--- config.mk ---
export PLATFORM = sky130hd
export DESIGN_NAME = gpr_top
export DESIGN_NICKNAME = d
export VERILOG_FILES = /design/src/inc/gpr_pkg.sv /design/src/inc/gpr_irq_if.sv /design/src/design/gpr_edge_irq.sv /design/src/design/gpr_top.sv
export VERILOG_INCLUDE_DIRS = /design/src /design/src/inc
export SDC_FILE = /design/constraint.sdc
export NUM_CORES = 1
export LEC_CHECK = 0
export BUFFER_PORTS_ARGS = -buffer_cell sky130_fd_sc_hd__buf_2
export CAP_MARGIN = 10
export CORE_MARGIN = 1
export CORE_UTILIZATION = 58
export DETAILED_ROUTE_END_ITERATION = 8
export PLACE_DENSITY = 0.94
export SETUP_SLACK_MARGIN = 0.3
export SLEW_MARGIN = 20
export SYNTH_ARGS = -nofsm -noshare
export SYNTH_HDL_FRONTEND = slang
export SYNTH_HIERARCHICAL = 1
export SYNTH_SLANG_ARGS = --single-unit
--- constraint.sdc ---
create_clock -name ref_clk -period 2.31 [get_ports ref_clk]
set_input_delay 0.3465 -clock ref_clk [delete_from_list [all_inputs] [get_ports ref_clk]]
set_output_delay 0.3465 -clock ref_clk [all_outputs]
set_load 0.02 [all_outputs]
--- src/inc/gpr_params.svh ---
/*
 Constants for the general pin bank: pin count, fixed pin roles,
 peripheral pin locations and reset values.
 Assumes inclusion by bare name from the package and the design files.
*/
`ifndef GPR_PARAMS_SVH
`define GPR_PARAMS_SVH

`define GPR_NUM_PINS 18
`define GPR_NUM_FUNC 2
`define GPR_PIN_IDX_W 5

`define GPR_ANT_PIN 5'h0_0c
`define GPR_ANT_COMP_PIN 5'h0_0d
`define GPR_TX_PIN 5'h0_03
`define GPR_RX_PIN 5'h0_02

`define GPR_FN0_STD_PIN 5'h0_00
`define GPR_FN0_ALT_PIN 5'h0_0e
`define GPR_FN1_STD_PIN 5'h0_01
`define GPR_FN1_ALT_PIN 5'h0_0f

`define GPR_RST_DIR 18'h0_0000
`define GPR_RST_OUT 18'h0_0000
`define GPR_RST_PULLUP 18'h3_ffff

`endif

--- src/inc/gpr_pkg.sv ---
/*
 Types shared by the general pin bank modules.
 Assumes gpr_params.svh on the include path.
*/
`include "gpr_params.svh"

package gpr_pkg;

    typedef logic [`GPR_NUM_PINS-1:0] gpr_pins_t;
    typedef logic [`GPR_NUM_FUNC-1:0] gpr_funcs_t;
    typedef logic [`GPR_PIN_IDX_W-1:0] gpr_idx_t;

    typedef struct packed {
        gpr_pins_t pin_oe;
        gpr_pins_t pin_out;
        gpr_pins_t pin_pu;
        gpr_pins_t level;
        gpr_pins_t hold_oe;
        gpr_pins_t hold_out;
        gpr_pins_t hold_pu;
        gpr_pins_t hold_v;
        gpr_pins_t dir_prev;
        gpr_pins_t out_prev;
        gpr_pins_t in_mode;
        gpr_funcs_t blocked;
        gpr_funcs_t fen_prev;
        gpr_funcs_t func_in;
        gpr_funcs_t active;
        logic asleep;
        logic wake;
    } gpr_core_t;

    typedef struct packed {
        gpr_pins_t prev;
        gpr_pins_t status;
        logic irq;
        logic [1:0] primed;
    } gpr_edge_t;

endpackage : gpr_pkg

--- src/inc/gpr_irq_if.sv ---
/*
 Carrier between the pin core and the edge interrupt unit.
 Assumes both ends run on the same clock.
*/
`timescale 1ns/1ps
`default_nettype none

interface gpr_irq_if #(
    parameter int W = 18
);
    logic [W-1:0] level;
    logic [W-1:0] input_mode;
    logic [W-1:0] enable;
    logic [W-1:0] rising;
    logic [W-1:0] clear;
    logic [W-1:0] status;
    logic irq;

    modport core (
        output level,
        output input_mode,
        output enable,
        output rising,
        output clear,
        input status,
        input irq
    );

    modport edge_unit (
        input level,
        input input_mode,
        input enable,
        input rising,
        input clear,
        output status,
        output irq
    );
endinterface : gpr_irq_if

`default_nettype wire

--- src/design/gpr_edge_irq.sv ---
/*
 Per-pin edge detector with sticky status and an enable-gated request.
 Assumes levels arrive already registered in the ref_clk domain.
*/
`timescale 1ns/1ps
`default_nettype none

`include "gpr_params.svh"

module gpr_edge_irq
    import gpr_pkg::*;
(
    input wire logic ref_clk,
    input wire logic reset_n,
    gpr_irq_if.edge_unit port_if
);

    gpr_edge_t st_q;
    gpr_edge_t st_d;

    always_comb
    begin
        gpr_pins_t rise_ev;
        gpr_pins_t fall_ev;
        gpr_pins_t hit;
        rise_ev = '0;
        fall_ev = '0;
        hit = '0;
        st_d = st_q;
        st_d.prev = port_if.level;
        st_d.primed = {st_q.primed[0], 1'b1};
        // Level resets low but idle pins sit high; wait until prev holds a real pad level
        rise_ev = port_if.level & ~st_q.prev & {`GPR_NUM_PINS{st_q.primed[1]}};
        fall_ev = ~port_if.level & st_q.prev & {`GPR_NUM_PINS{st_q.primed[1]}};
        // Only pins in input mode raise events
        hit = port_if.input_mode & ((port_if.rising & rise_ev) | (~port_if.rising & fall_ev));
        // Set wins over a clear in the same cycle
        st_d.status = (st_q.status & ~port_if.clear) | hit;
        st_d.irq = |(st_d.status & port_if.enable);
    end

    always_ff @(posedge ref_clk or negedge reset_n)
    begin
        if (!reset_n)
        begin
            st_q <= '0;
        end
        else
        begin
            st_q <= st_d;
        end
    end

    assign port_if.status = st_q.status;
    assign port_if.irq = st_q.irq;

endmodule : gpr_edge_irq

`default_nettype wire

--- src/design/gpr_top.sv ---
/*
 General pin bank: direction, output, pull-up, peripheral takeover on
 two selectable locations, sleep hold, edge interrupts and radio pins.
 Assumes all inputs synchronous to ref_clk; the pad resolves the wire
 from pin_oe, pin_out and pin_pullup.
*/
`timescale 1ns/1ps
`default_nettype none

`include "gpr_params.svh"

module gpr_top
    import gpr_pkg::*;
(
    input wire logic ref_clk,
    input wire logic reset_n,
    input wire gpr_pins_t pin_in,
    output var gpr_pins_t pin_out,
    output var gpr_pins_t pin_oe,
    output var gpr_pins_t pin_pullup,
    input wire gpr_pins_t sw_dir,
    input wire gpr_pins_t sw_out,
    input wire gpr_pins_t sw_pullup,
    output var gpr_pins_t pin_level,
    input wire gpr_pins_t irq_enable,
    input wire gpr_pins_t irq_rising,
    input wire gpr_pins_t irq_clear,
    output var gpr_pins_t irq_status,
    output var logic irq_req,
    input wire logic sleep_req,
    output var logic asleep,
    output var logic wake_event,
    input wire gpr_funcs_t func_enable,
    input wire gpr_funcs_t func_alt_sel,
    input wire gpr_funcs_t func_oe,
    input wire gpr_funcs_t func_out,
    output var gpr_funcs_t func_in,
    output var gpr_funcs_t func_active,
    input wire logic [3:0] retry_count,
    input wire logic antenna_select_enable,
    input wire logic antenna_select_complement,
    input wire logic radio_indicator_enable,
    input wire logic radio_tx_state,
    input wire logic radio_rx_state
);

    gpr_core_t st_q;
    gpr_core_t st_d;

    gpr_irq_if #(.W(`GPR_NUM_PINS)) irq_if ();

    // Pin location of a peripheral function
    function automatic gpr_idx_t func_pin(input int unsigned f, input logic alt);
        gpr_idx_t p;
        p = '0;
        unique case (f)
            0: p = alt ? `GPR_FN0_ALT_PIN : `GPR_FN0_STD_PIN;
            1: p = alt ? `GPR_FN1_ALT_PIN : `GPR_FN1_STD_PIN;
            default: p = `GPR_FN0_STD_PIN;
        endcase
        return p;
    endfunction : func_pin

    always_comb
    begin
        gpr_pins_t eff_oe;
        gpr_pins_t eff_out;
        gpr_funcs_t live;
        gpr_pins_t sw_touch;
        gpr_idx_t p;
        logic ant;
        eff_oe = '0;
        eff_out = '0;
        live = '0;
        sw_touch = '0;
        p = '0;
        ant = 1'b0;
        st_d = st_q;

        // Software path for pins nobody else owns
        eff_oe = sw_dir;
        eff_out = sw_out;
        // Held values persist until software moves that pin after wake
        eff_oe = (eff_oe & ~st_q.hold_v) | (st_q.hold_oe & st_q.hold_v);
        eff_out = (eff_out & ~st_q.hold_v) | (st_q.hold_out & st_q.hold_v);

        // Blocked functions need a fresh enable after wake
        live = func_enable & ~st_q.blocked & {`GPR_NUM_FUNC{~st_q.asleep}};
        for (int unsigned f = 0; f < `GPR_NUM_FUNC; f++)
        begin
            p = func_pin(f, func_alt_sel[f]);
            if (live[f])
            begin
                eff_oe[p] = func_oe[f];
                eff_out[p] = func_out[f];
            end
            st_d.func_in[f] = st_q.level[p];
        end

        // Radio pins are peripheral functions too
        ant = retry_count[0];
        if (antenna_select_enable && !st_q.asleep)
        begin
            eff_oe[`GPR_ANT_PIN] = 1'b1;
            eff_out[`GPR_ANT_PIN] = ant;
            // Complement optional; otherwise pin 13 keeps its GPIO path
            if (antenna_select_complement)
            begin
                eff_oe[`GPR_ANT_COMP_PIN] = 1'b1;
                eff_out[`GPR_ANT_COMP_PIN] = ~ant;
            end
        end
        if (radio_indicator_enable && !st_q.asleep)
        begin
            eff_oe[`GPR_TX_PIN] = 1'b1;
            eff_out[`GPR_TX_PIN] = radio_tx_state;
            eff_oe[`GPR_RX_PIN] = 1'b1;
            eff_out[`GPR_RX_PIN] = radio_rx_state;
        end

        st_d.level = pin_in;
        sw_touch = (sw_dir ^ st_q.dir_prev) | (sw_out ^ st_q.out_prev);
        st_d.dir_prev = sw_dir;
        st_d.out_prev = sw_out;
        st_d.fen_prev = func_enable;

        if (!st_q.asleep)
        begin
            // Pins drive per-pin direction and pull-up
            st_d.pin_oe = eff_oe;
            st_d.pin_out = eff_out;
            st_d.pin_pu = sw_pullup;
            st_d.in_mode = ~eff_oe;
            st_d.hold_v = st_q.hold_v & ~sw_touch;
            st_d.blocked = st_q.blocked & ~(func_enable & ~st_q.fen_prev);
            st_d.wake = 1'b0;
            if (sleep_req)
            begin
                st_d.asleep = 1'b1;
                // Snapshot of what the pins do at this moment
                st_d.hold_oe = eff_oe;
                st_d.hold_out = eff_out;
                st_d.hold_pu = sw_pullup;
                st_d.hold_v = '1;
                st_d.blocked = st_q.blocked | live;
            end
        end
        else
        begin
            // Pads frozen to the snapshot for the whole sleep
            st_d.pin_oe = st_q.hold_oe;
            st_d.pin_out = st_q.hold_out;
            st_d.pin_pu = st_q.hold_pu;
            st_d.in_mode = ~st_q.hold_oe;
            // Sleep ends on an enabled pending edge (flagged as wake) or when sleep_req drops
            st_d.wake = irq_if.irq;
            if (!sleep_req || irq_if.irq)
            begin
                st_d.asleep = 1'b0;
            end
        end
        st_d.active = st_d.fen_prev & ~st_d.blocked;
    end

    always_ff @(posedge ref_clk or negedge reset_n)
    begin
        if (!reset_n)
        begin
            // Inputs with pull-ups, all peripherals off
            st_q <= '0;
            st_q.pin_oe <= `GPR_RST_DIR;
            st_q.pin_out <= `GPR_RST_OUT;
            st_q.pin_pu <= `GPR_RST_PULLUP;
            st_q.hold_pu <= `GPR_RST_PULLUP;
            st_q.dir_prev <= `GPR_RST_DIR;
            st_q.out_prev <= `GPR_RST_OUT;
            st_q.in_mode <= '1;
        end
        else
        begin
            st_q <= st_d;
        end
    end

    assign irq_if.level = st_q.level;
    assign irq_if.input_mode = st_q.in_mode;
    assign irq_if.enable = irq_enable;
    assign irq_if.rising = irq_rising;
    assign irq_if.clear = irq_clear;

    gpr_edge_irq u_edge (
        .ref_clk(ref_clk),
        .reset_n(reset_n),
        .port_if(irq_if.edge_unit)
    );

    // Outputs straight from flip-flops
    assign pin_out = st_q.pin_out;
    assign pin_oe = st_q.pin_oe;
    assign pin_pullup = st_q.pin_pu;
    assign pin_level = st_q.level;
    assign irq_status = irq_if.status;
    assign irq_req = irq_if.irq;
    assign asleep = st_q.asleep;
    assign wake_event = st_q.wake;
    assign func_in = st_q.func_in;
    // Blocked set stays internal; only the registered active view leaves
    assign func_active = st_q.active;

endmodule : gpr_top

`default_nettype wire

**After elaboration in Yosys (flattened, before gate mapping)**

Index checks and enable logic that the tools add are counted.

- Mux-type cells: 32
- Reduce and logical (&&, ||, !) cells: 9
- Bitwise operators: 41
- Magnitude comparators: 4

Operator list:

| kind | number |
|---|---|
| 18-bit AND | 14 |
| 18-bit inverter | 8 |
| 18-bit two-way mux | 6 |
| 18-bit OR | 5 |
| 18-bit bitwise mux | 4 |
| 54-bit two-way mux | 1 |
| 18-bit XOR | 2 |
| 18-bit OR reduction | 1 |
| 2-bit two-way mux | 7 |
| 4-bit by 6-bit < comparator with 1-bit output, second input constant | 2 |
| 2-bit AND | 5 |
| 1-bit binary-select mux with 5-bit select | 2 |
| 1-bit demux with 5-bit select | 2 |
| 4-bit by 1-bit >= comparator with 1-bit output, second input constant | 2 |
| 1-bit two-way mux | 8 |
| 4-bit two-way mux | 2 |
| 2-bit inverter | 4 |
| 1-bit logical AND | 4 |
| 1-bit logical NOT | 2 |
| 1-bit inverter | 2 |
| 2-bit OR | 1 |
| 2-bit AND reduction | 1 |
| 1-bit logical OR | 1 |

- Word-level logic and storage cells: 107
- Output and inout bits: 97
- Bits in registers: 247

**Longest topological paths before layout**

Gate-level depths: netlist of the first run.

- Depth after elaboration: 13
- Mapped depth: 6

**Hierarchy**

Netlist of the first run, hierarchy kept.

Modules (own cells, without submodules):

| module | sequential area each (um^2) | instances | area each (um^2) | cells each |
|---|---|---|---|---|
| gpr_top | 5272.6 | 1 | 8440.6 | 680 |
| gpr_edge_irq | 975.9 | 1 | 1868.0 | 194 |

**Worst setup path after synthesis of the first run**

OpenSTA, ideal clock, no wires.

- Kind: register to register
- Start: register st_q, in the netlist asleep
- End: register st_q[104] in the netlist's numbering
- Data required time: 2.185 ns
- Arrival time: 1.445 ns
- Path slack: 0.740 ns
- Stages on the path, launching flop included: 6
- Path buffers: 2
- Path through: dfrtp_1 buf_4 nand2b_1 buf_2 nor2_1 mux2_2

- Cells in the longest elaborated chain, start to end: 5
- Elaborated cells between the ends (all ways): 6

RTL lines:

| item | line | source |
|---|---|---|
| start: declaration | gpr_top.sv:47 | `gpr_core_t st_q;` |
| start signal: assignment | gpr_top.sv:181 | `st_q <= st_d;` |
| 1-bit inverter (no line) * | -- |  |
| 2-bit AND | gpr_top.sv:88 | `` live = func_enable & ~st_q.blocked & {`GPR_NUM_FUNC{~st_q.asleep}}; `` |
| 18-bit two-way mux | gpr_top.sv:92 | `if (live[f])` |
| 18-bit bitwise mux | gpr_top.sv:95 | `eff_out[p] = func_out[f];` |
| 18-bit two-way mux | gpr_top.sv:92 |  |

Mark *: on every way between the ends. The rest lies on a longest branch, timed or not.
A chain may end at the register's enable or synchronous reset.

**Worst setup path in the final report of the first run**

- Start: register st_q, in the netlist asleep
- End: output asleep

RTL lines:

| item | line | source |
|---|---|---|
| end: declaration | gpr_top.sv:31 | `output var logic asleep,` |

No word-level cell between the ends.

==> qor.csv, run 1 <==
metric;value;unit
synth_area_leader_cell;dfrtp_1;
yosys-top-cells-area;dfrtp_1 47%, dfstp_2 14%, buf_4 7.1%;
fin_ws;462;ps
sequentialPowerShare;45.2;%
intPower;9.65;mW
power.share.clock;30.8;%
place_area;0.0112;mm2
rsz0062_at_grt;no;
synth_cell_type_count;59;
utilization;72.7;%
gp_congestion;0.864;
status;completed;
viasPerCell;5.50;
grt_pass1_vias;7486;
clk_latency;510;ps
drv_slew;0;
portBuffers;239;
die_w;135;um
hold_buffers;54;
tns;0;ps
timing_hold_violations_final;0;
drc;0;
leakage;5.88;nW
drt_iter0_markers;361;
met3WireLength;1.43;mm
clk_pin_slew_worst_paths;60;ps
worstPathRequired;1960;ps
coreArea;0.0173;mm2
numClockSinks;247;
die_y;135;um
grt_pass1_wl;38.5;mm
routed-wl-met2;12.8;mm
synth_top_area_share;46.9;%
synth_ff_type;dfrtp_1;
endpoint_kind;output port;
syn_area_per_cell;11.8;um2
worst-setup-path-type;reg2out;
synthesis.area;0.0103;mm2
dp_slack;532;ps
grt_start_max_net_pins;66;
finalWirelength;24.9;mm
postLayoutCellArea;0.0126;mm2
synth_cells;874;
sw_frac_of_total;30.4;%
grt_use_total;27.5;%
drive_gt1_share;39.0;%
post_drt_wl_per_cell;18.7;um
setup_viol;0;
io_pins;243;
cts_setup_buffers;0;
grt-ovfl-total;0;
worstPathMaxFanout;17;
ant_nets;0;
fin_crit;1850;ps
syn-num-nets;1020;
area_growth;22.0;%
dieArea;0.0183;mm2
hpwlAfterDp;16.1;mm
dr.pass1.iters;5;
arrival;1500;ps
start_util;59.6;%
numCtsBuffers;25;
ctsResizeCount;0;
routed-via-count;7337;
synth_seq_cells;247;
rows;48;
fin_nets;1236;
root_buffer;clkbuf_16;
power_density;1100;mW/mm2
synth-edff-count;0;
max-cap-violations;0;
fin_worst_skew;5.56;ps
cts_tree;yes;
synth-async-reset-ratio;100;%
post-route-period-util;80.0;%
m1WireLength;9.50;mm
synth_warnings;6;
peakVddDrop;0.714;mV
fmax;541;MHz
nFillCells;1114;
min_path_type;in2reg;
p_comb_share;24.0;%
htree_levels;1;
antenna_found_initial;3;
top_layer;met5;
p_sw;4.21;mW
clockBufferDepth;3;
yosysSeqAreaShare;60.6;%
cp-start-kind;register;
==> sequential cells by signal (all words and copies together) (netlist names) <==
register / cells
u_edge/port_if.status: 18
func_in: 2
asleep: 1
u_edge/st_q: 19
irq_if.input_mode: 18
pin_oe: 18
pin_pullup: 18
pin_out: 18
pin_level: 18
st_q: 112
u_edge/st_d: 1
wake_event: 1
u_edge/port_if.irq: 1
func_active: 2
==> power groups by stage <==
stage / Clock, mW / Combinational, mW / Sequential (mW)
after global routing: 4.49 / 3.57 / 6.38
after CTS: 4.33 / 3.31 / 6.25
after detailed placement: 0 / 3.19 / 6.29
after floorplan: 0 / 2.69 / 6.08
final: 4.26 / 3.33 / 6.27
after global placement: 0 / 3.09 / 6.24
==> cell usage in the layout (no fill, tap or decap), types with 10 or more instances in the layout <==
cell type,n
o21ai_0,20
a21oi_1,41
nand2_1,98
mux2i_1,13
inv_1,38
xnor2_1,36
dfstp_2,54
nor2_1,58
dlygate4sd3_1,54
nand2b_1,11
buf_2,238
dfrtp_1,192
clkbuf_16,25
mux2_2,55
nor3_1,10
o22ai_1,17
a2bb2oi_1,12
buf_4,10
==> cells in the mapped netlist (3+ instances only) <==
master,count
a21o_1,4
a21oi_1,41
a22oi_1,5
a2bb2oi_1,12
a32o_1,9
and3_1,3
buf_2,15
buf_4,97
clkbuf_1,6
dfrtp_1,193
dfstp_2,54
inv_1,38
mux2_2,55
mux2i_1,13
nand2_1,98
nand2b_1,12
nand3_1,8
nand3b_1,7
nand4_1,5
nor2_1,58
nor2b_1,5
nor3_1,10
nor3b_1,5
o21ai_0,20
o22ai_1,17
or2_2,9
xnor2_1,36
==> layer usage <==
layer  up-vias  global-route usage, %
met1      3629                   33.8
met5         -                      0
met2       325                   47.2
li1       3293                      -
met4         2                   13.9
met3        88                   4.15
==> worst max-delay path, cell delays in order (launching register included) <==
cell and delay (ps):
dfrtp_2 480, buf_4 290, buf_2 210
==> per-stage QoR <==
stage                     hold slack, ps  cells  power, mW
after floorplan                     50.9    874       8.77
after global placement               326   1234       9.33
after detailed placement             319   1234       9.48
after CTS                           2.24   1333       13.9
after global routing                11.7   1335       14.4
final                               26.8   1335       13.9
==> worst paths after layout <==
kind	slack, ps	to	depth (start not counted)	start
worst max register to register	520	st_q[131]	4	asleep
max in group asynchronous	1190	irq_if.input_mode[12]	3	reset_n
worst min-delay path	30	st_q[6]	1	func_enable[0]
worst max-delay path	460	asleep	2	asleep
min in group asynchronous	360	pin_out[16]	2	reset_n
worst min register to register	360	u_edge/st_q[1]	0	u_edge/st_d[1]
==> area by class of cell <==
| cell class | count | area, um2 | area share (%) |
|---|---|---|---|
| Sequential cell | 247 | 6250 | 49.7 |
| Multi-Input combinational cell | 469 | 3090 | 24.6 |
| Timing Repair Buffer | 308 | 1920 | 15.3 |
| Clock buffer | 31 | 708 | 5.63 |
| Tap cell | 225 | 282 | 2.24 |
| Clock inverter | 14 | 174 | 1.38 |
| Inverter | 39 | 146 | 1.16 |
| Antenna cell | 2 | 5.00 | 0.0398 |
==> cell families after synthesis <==
family | after synthesis | share of synthesized area [%]
flops | 247 | 60.6
compound gates | 125 | 8.07
other cells | 1 | 0.0364
simple gates | 237 | 11.1
buf+inv | 158 | 9.47
mux | 70 | 7.62
xor+xnor | 36 | 3.06
Power figures use the tool's default switching activity.
==> inputs of run 2 (changes only) <==
CORE_UTILIZATION = 54   (was 58)
PLACE_DENSITY = 0.89   (was 0.94)
clock period = 1.9 ns   (was 2.31 ns; I/O delays follow)
==> qor.csv, run 2 (synthesis results as in run 1) <==
metric;value;unit
dieArea;0.0196;mm2
mostFrequentLayoutCell;buf_2;
post_drt_wl_per_cell;19.3;um
clk_pin_slew_worst_paths;60;ps
timing_hold_violations_final;0;
cts_tree;yes;
min_path_cells;2;
cp-start-kind;register;
worstPathMaxFanout;3;
fin_crit;1620;ps
grt_start_max_net_pins;58;
leakage;6.12;nW
dr.pass1.iters;7;
rsz0062_at_grt;yes;
fin_worst_skew;15.0;ps
regMostFlops;st_q;
setup_viol;0;
fmax;617;MHz
utilization;70.5;%
min_from;irq_clear[8];
max-cap-violations;0;
io_pins;243;
tns;0;ps
root_buffer;clkbuf_16;
drc;4;
endpoint_kind;output port;
fin_cells;1394;
viasPerCell;5.41;
hold_slack;19.4;ps
drv_slew;0;
numClockSinks;247;
drt_iter0_markers;533;
final_cell_mix;237 x buf_2, 191 x dfrtp_1, 98 x nand2_1, 84 x dlygate4sd3_1, 55 x mux2_2;
gp_congestion;0.833;
coreArea;0.0187;mm2
violations;design-rule violations;
status;finished, violations left;
reg_top3;st_q x112, u_edge/st_q x19;
power;17.0;mW
ant_nets;0;
start_util;55.1;%
nFillCells;1231;
multi_input_comb_area;0.00321;mm2
grt_use_total;26.9;%
rows;50;
rr_startpoint;pin_level[15];
largest_reg_flops;112;
hpwlAfterDp;16.6;mm
arrival;1330;ps
grt_pass1_vias;7893;
placed_cells;1246;
worst-setup-path-type;reg2out;
die_w;140;um
post-route-period-util;85.2;%
fin_nets;1284;
antenna_found_initial;2;
clk_latency;520;ps
worstPathRequired;1620;ps
numCtsBuffers;26;
min_path_type;in2reg;
rr_worst_depth;6;
peakVddDrop;0.974;mV
die_y;140;um
clockBufferDepth;3;
grt-ovfl-total;0;
htree_levels;1;
routed-via-count;7537;
portBuffers;239;
finalWirelength;26.8;mm
seq_area;0.00625;mm2
crit_path_start;pin_level[1];
grt_pass1_wl;41.0;mm
drive_gt1_share;40.8;%
power_density;1290;mW/mm2
area_growth;27.9;%
## run 2: routing by layer
metal / routed length (um) / track usage, % / vias up / part of all wire, %
met5: 0 / 0 / - / 0
met4: 1040 / 11.2 / 0 / 3.9
met3: 1620 / 5.50 / 78 / 6.0
met2: 13700 / 48.0 / 311 / 51
met1: 10400 / 31.6 / 3748 / 39
li1: - / - / 3400 / -
## run 2: worst max-delay path, cell delays in order (launching register included)
cell,delay [ps]
dfrtp_1,390
buf_4,140
buf_4,130
buf_2,150
## run 2: power breakdown
group,switching (mW),internal (mW),leakage [nW]
logic,2.45,1.88,2.85
clock network,2.00,3.06,0.441
registers,0.801,6.86,2.82
total,5.25,11.8,6.12
## run 2: what timing repair did
action,CTS,global route
pin swaps,5,4
setup endpoints to repair,31,46
buffers inserted,5,7
hold buffers,84,0
cloned,0,2
hold endpoints to repair,122,0
resized for setup,6,34
## run 2: layout make-up
cell class	count	share of cell area [%]
multi-input combinational	470	24.4
inverter	39	1.12
timing repair buffer	354	18.2
tap	234	2.22
clock inverter	4	0.152
sequential	247	47.4
clock buffer	44	6.52
antenna	2	0.0380
## run 2: per-stage QoR
step,instance area (um2),worst slack (ps)
2_1_floorplan,10300,330
3_3_place_gp,11200,264
3_5_place_dp,11200,225
4_1_cts,13000,206
5_1_grt,13200,228
6_report,13200,280
## run 2: path summary, 6_finish.rpt
kind | to | slack [ps]
max in group asynchronous | st_q[98] | 920
setup reg to reg | u_edge/port_if.irq | 300
min in group asynchronous | pin_oe[14] | 280
hold reg to reg | u_edge/st_q[1] | 360
hold / removal | u_edge/port_if.status[8] | 20
setup / recovery | pin_level[1] | 280
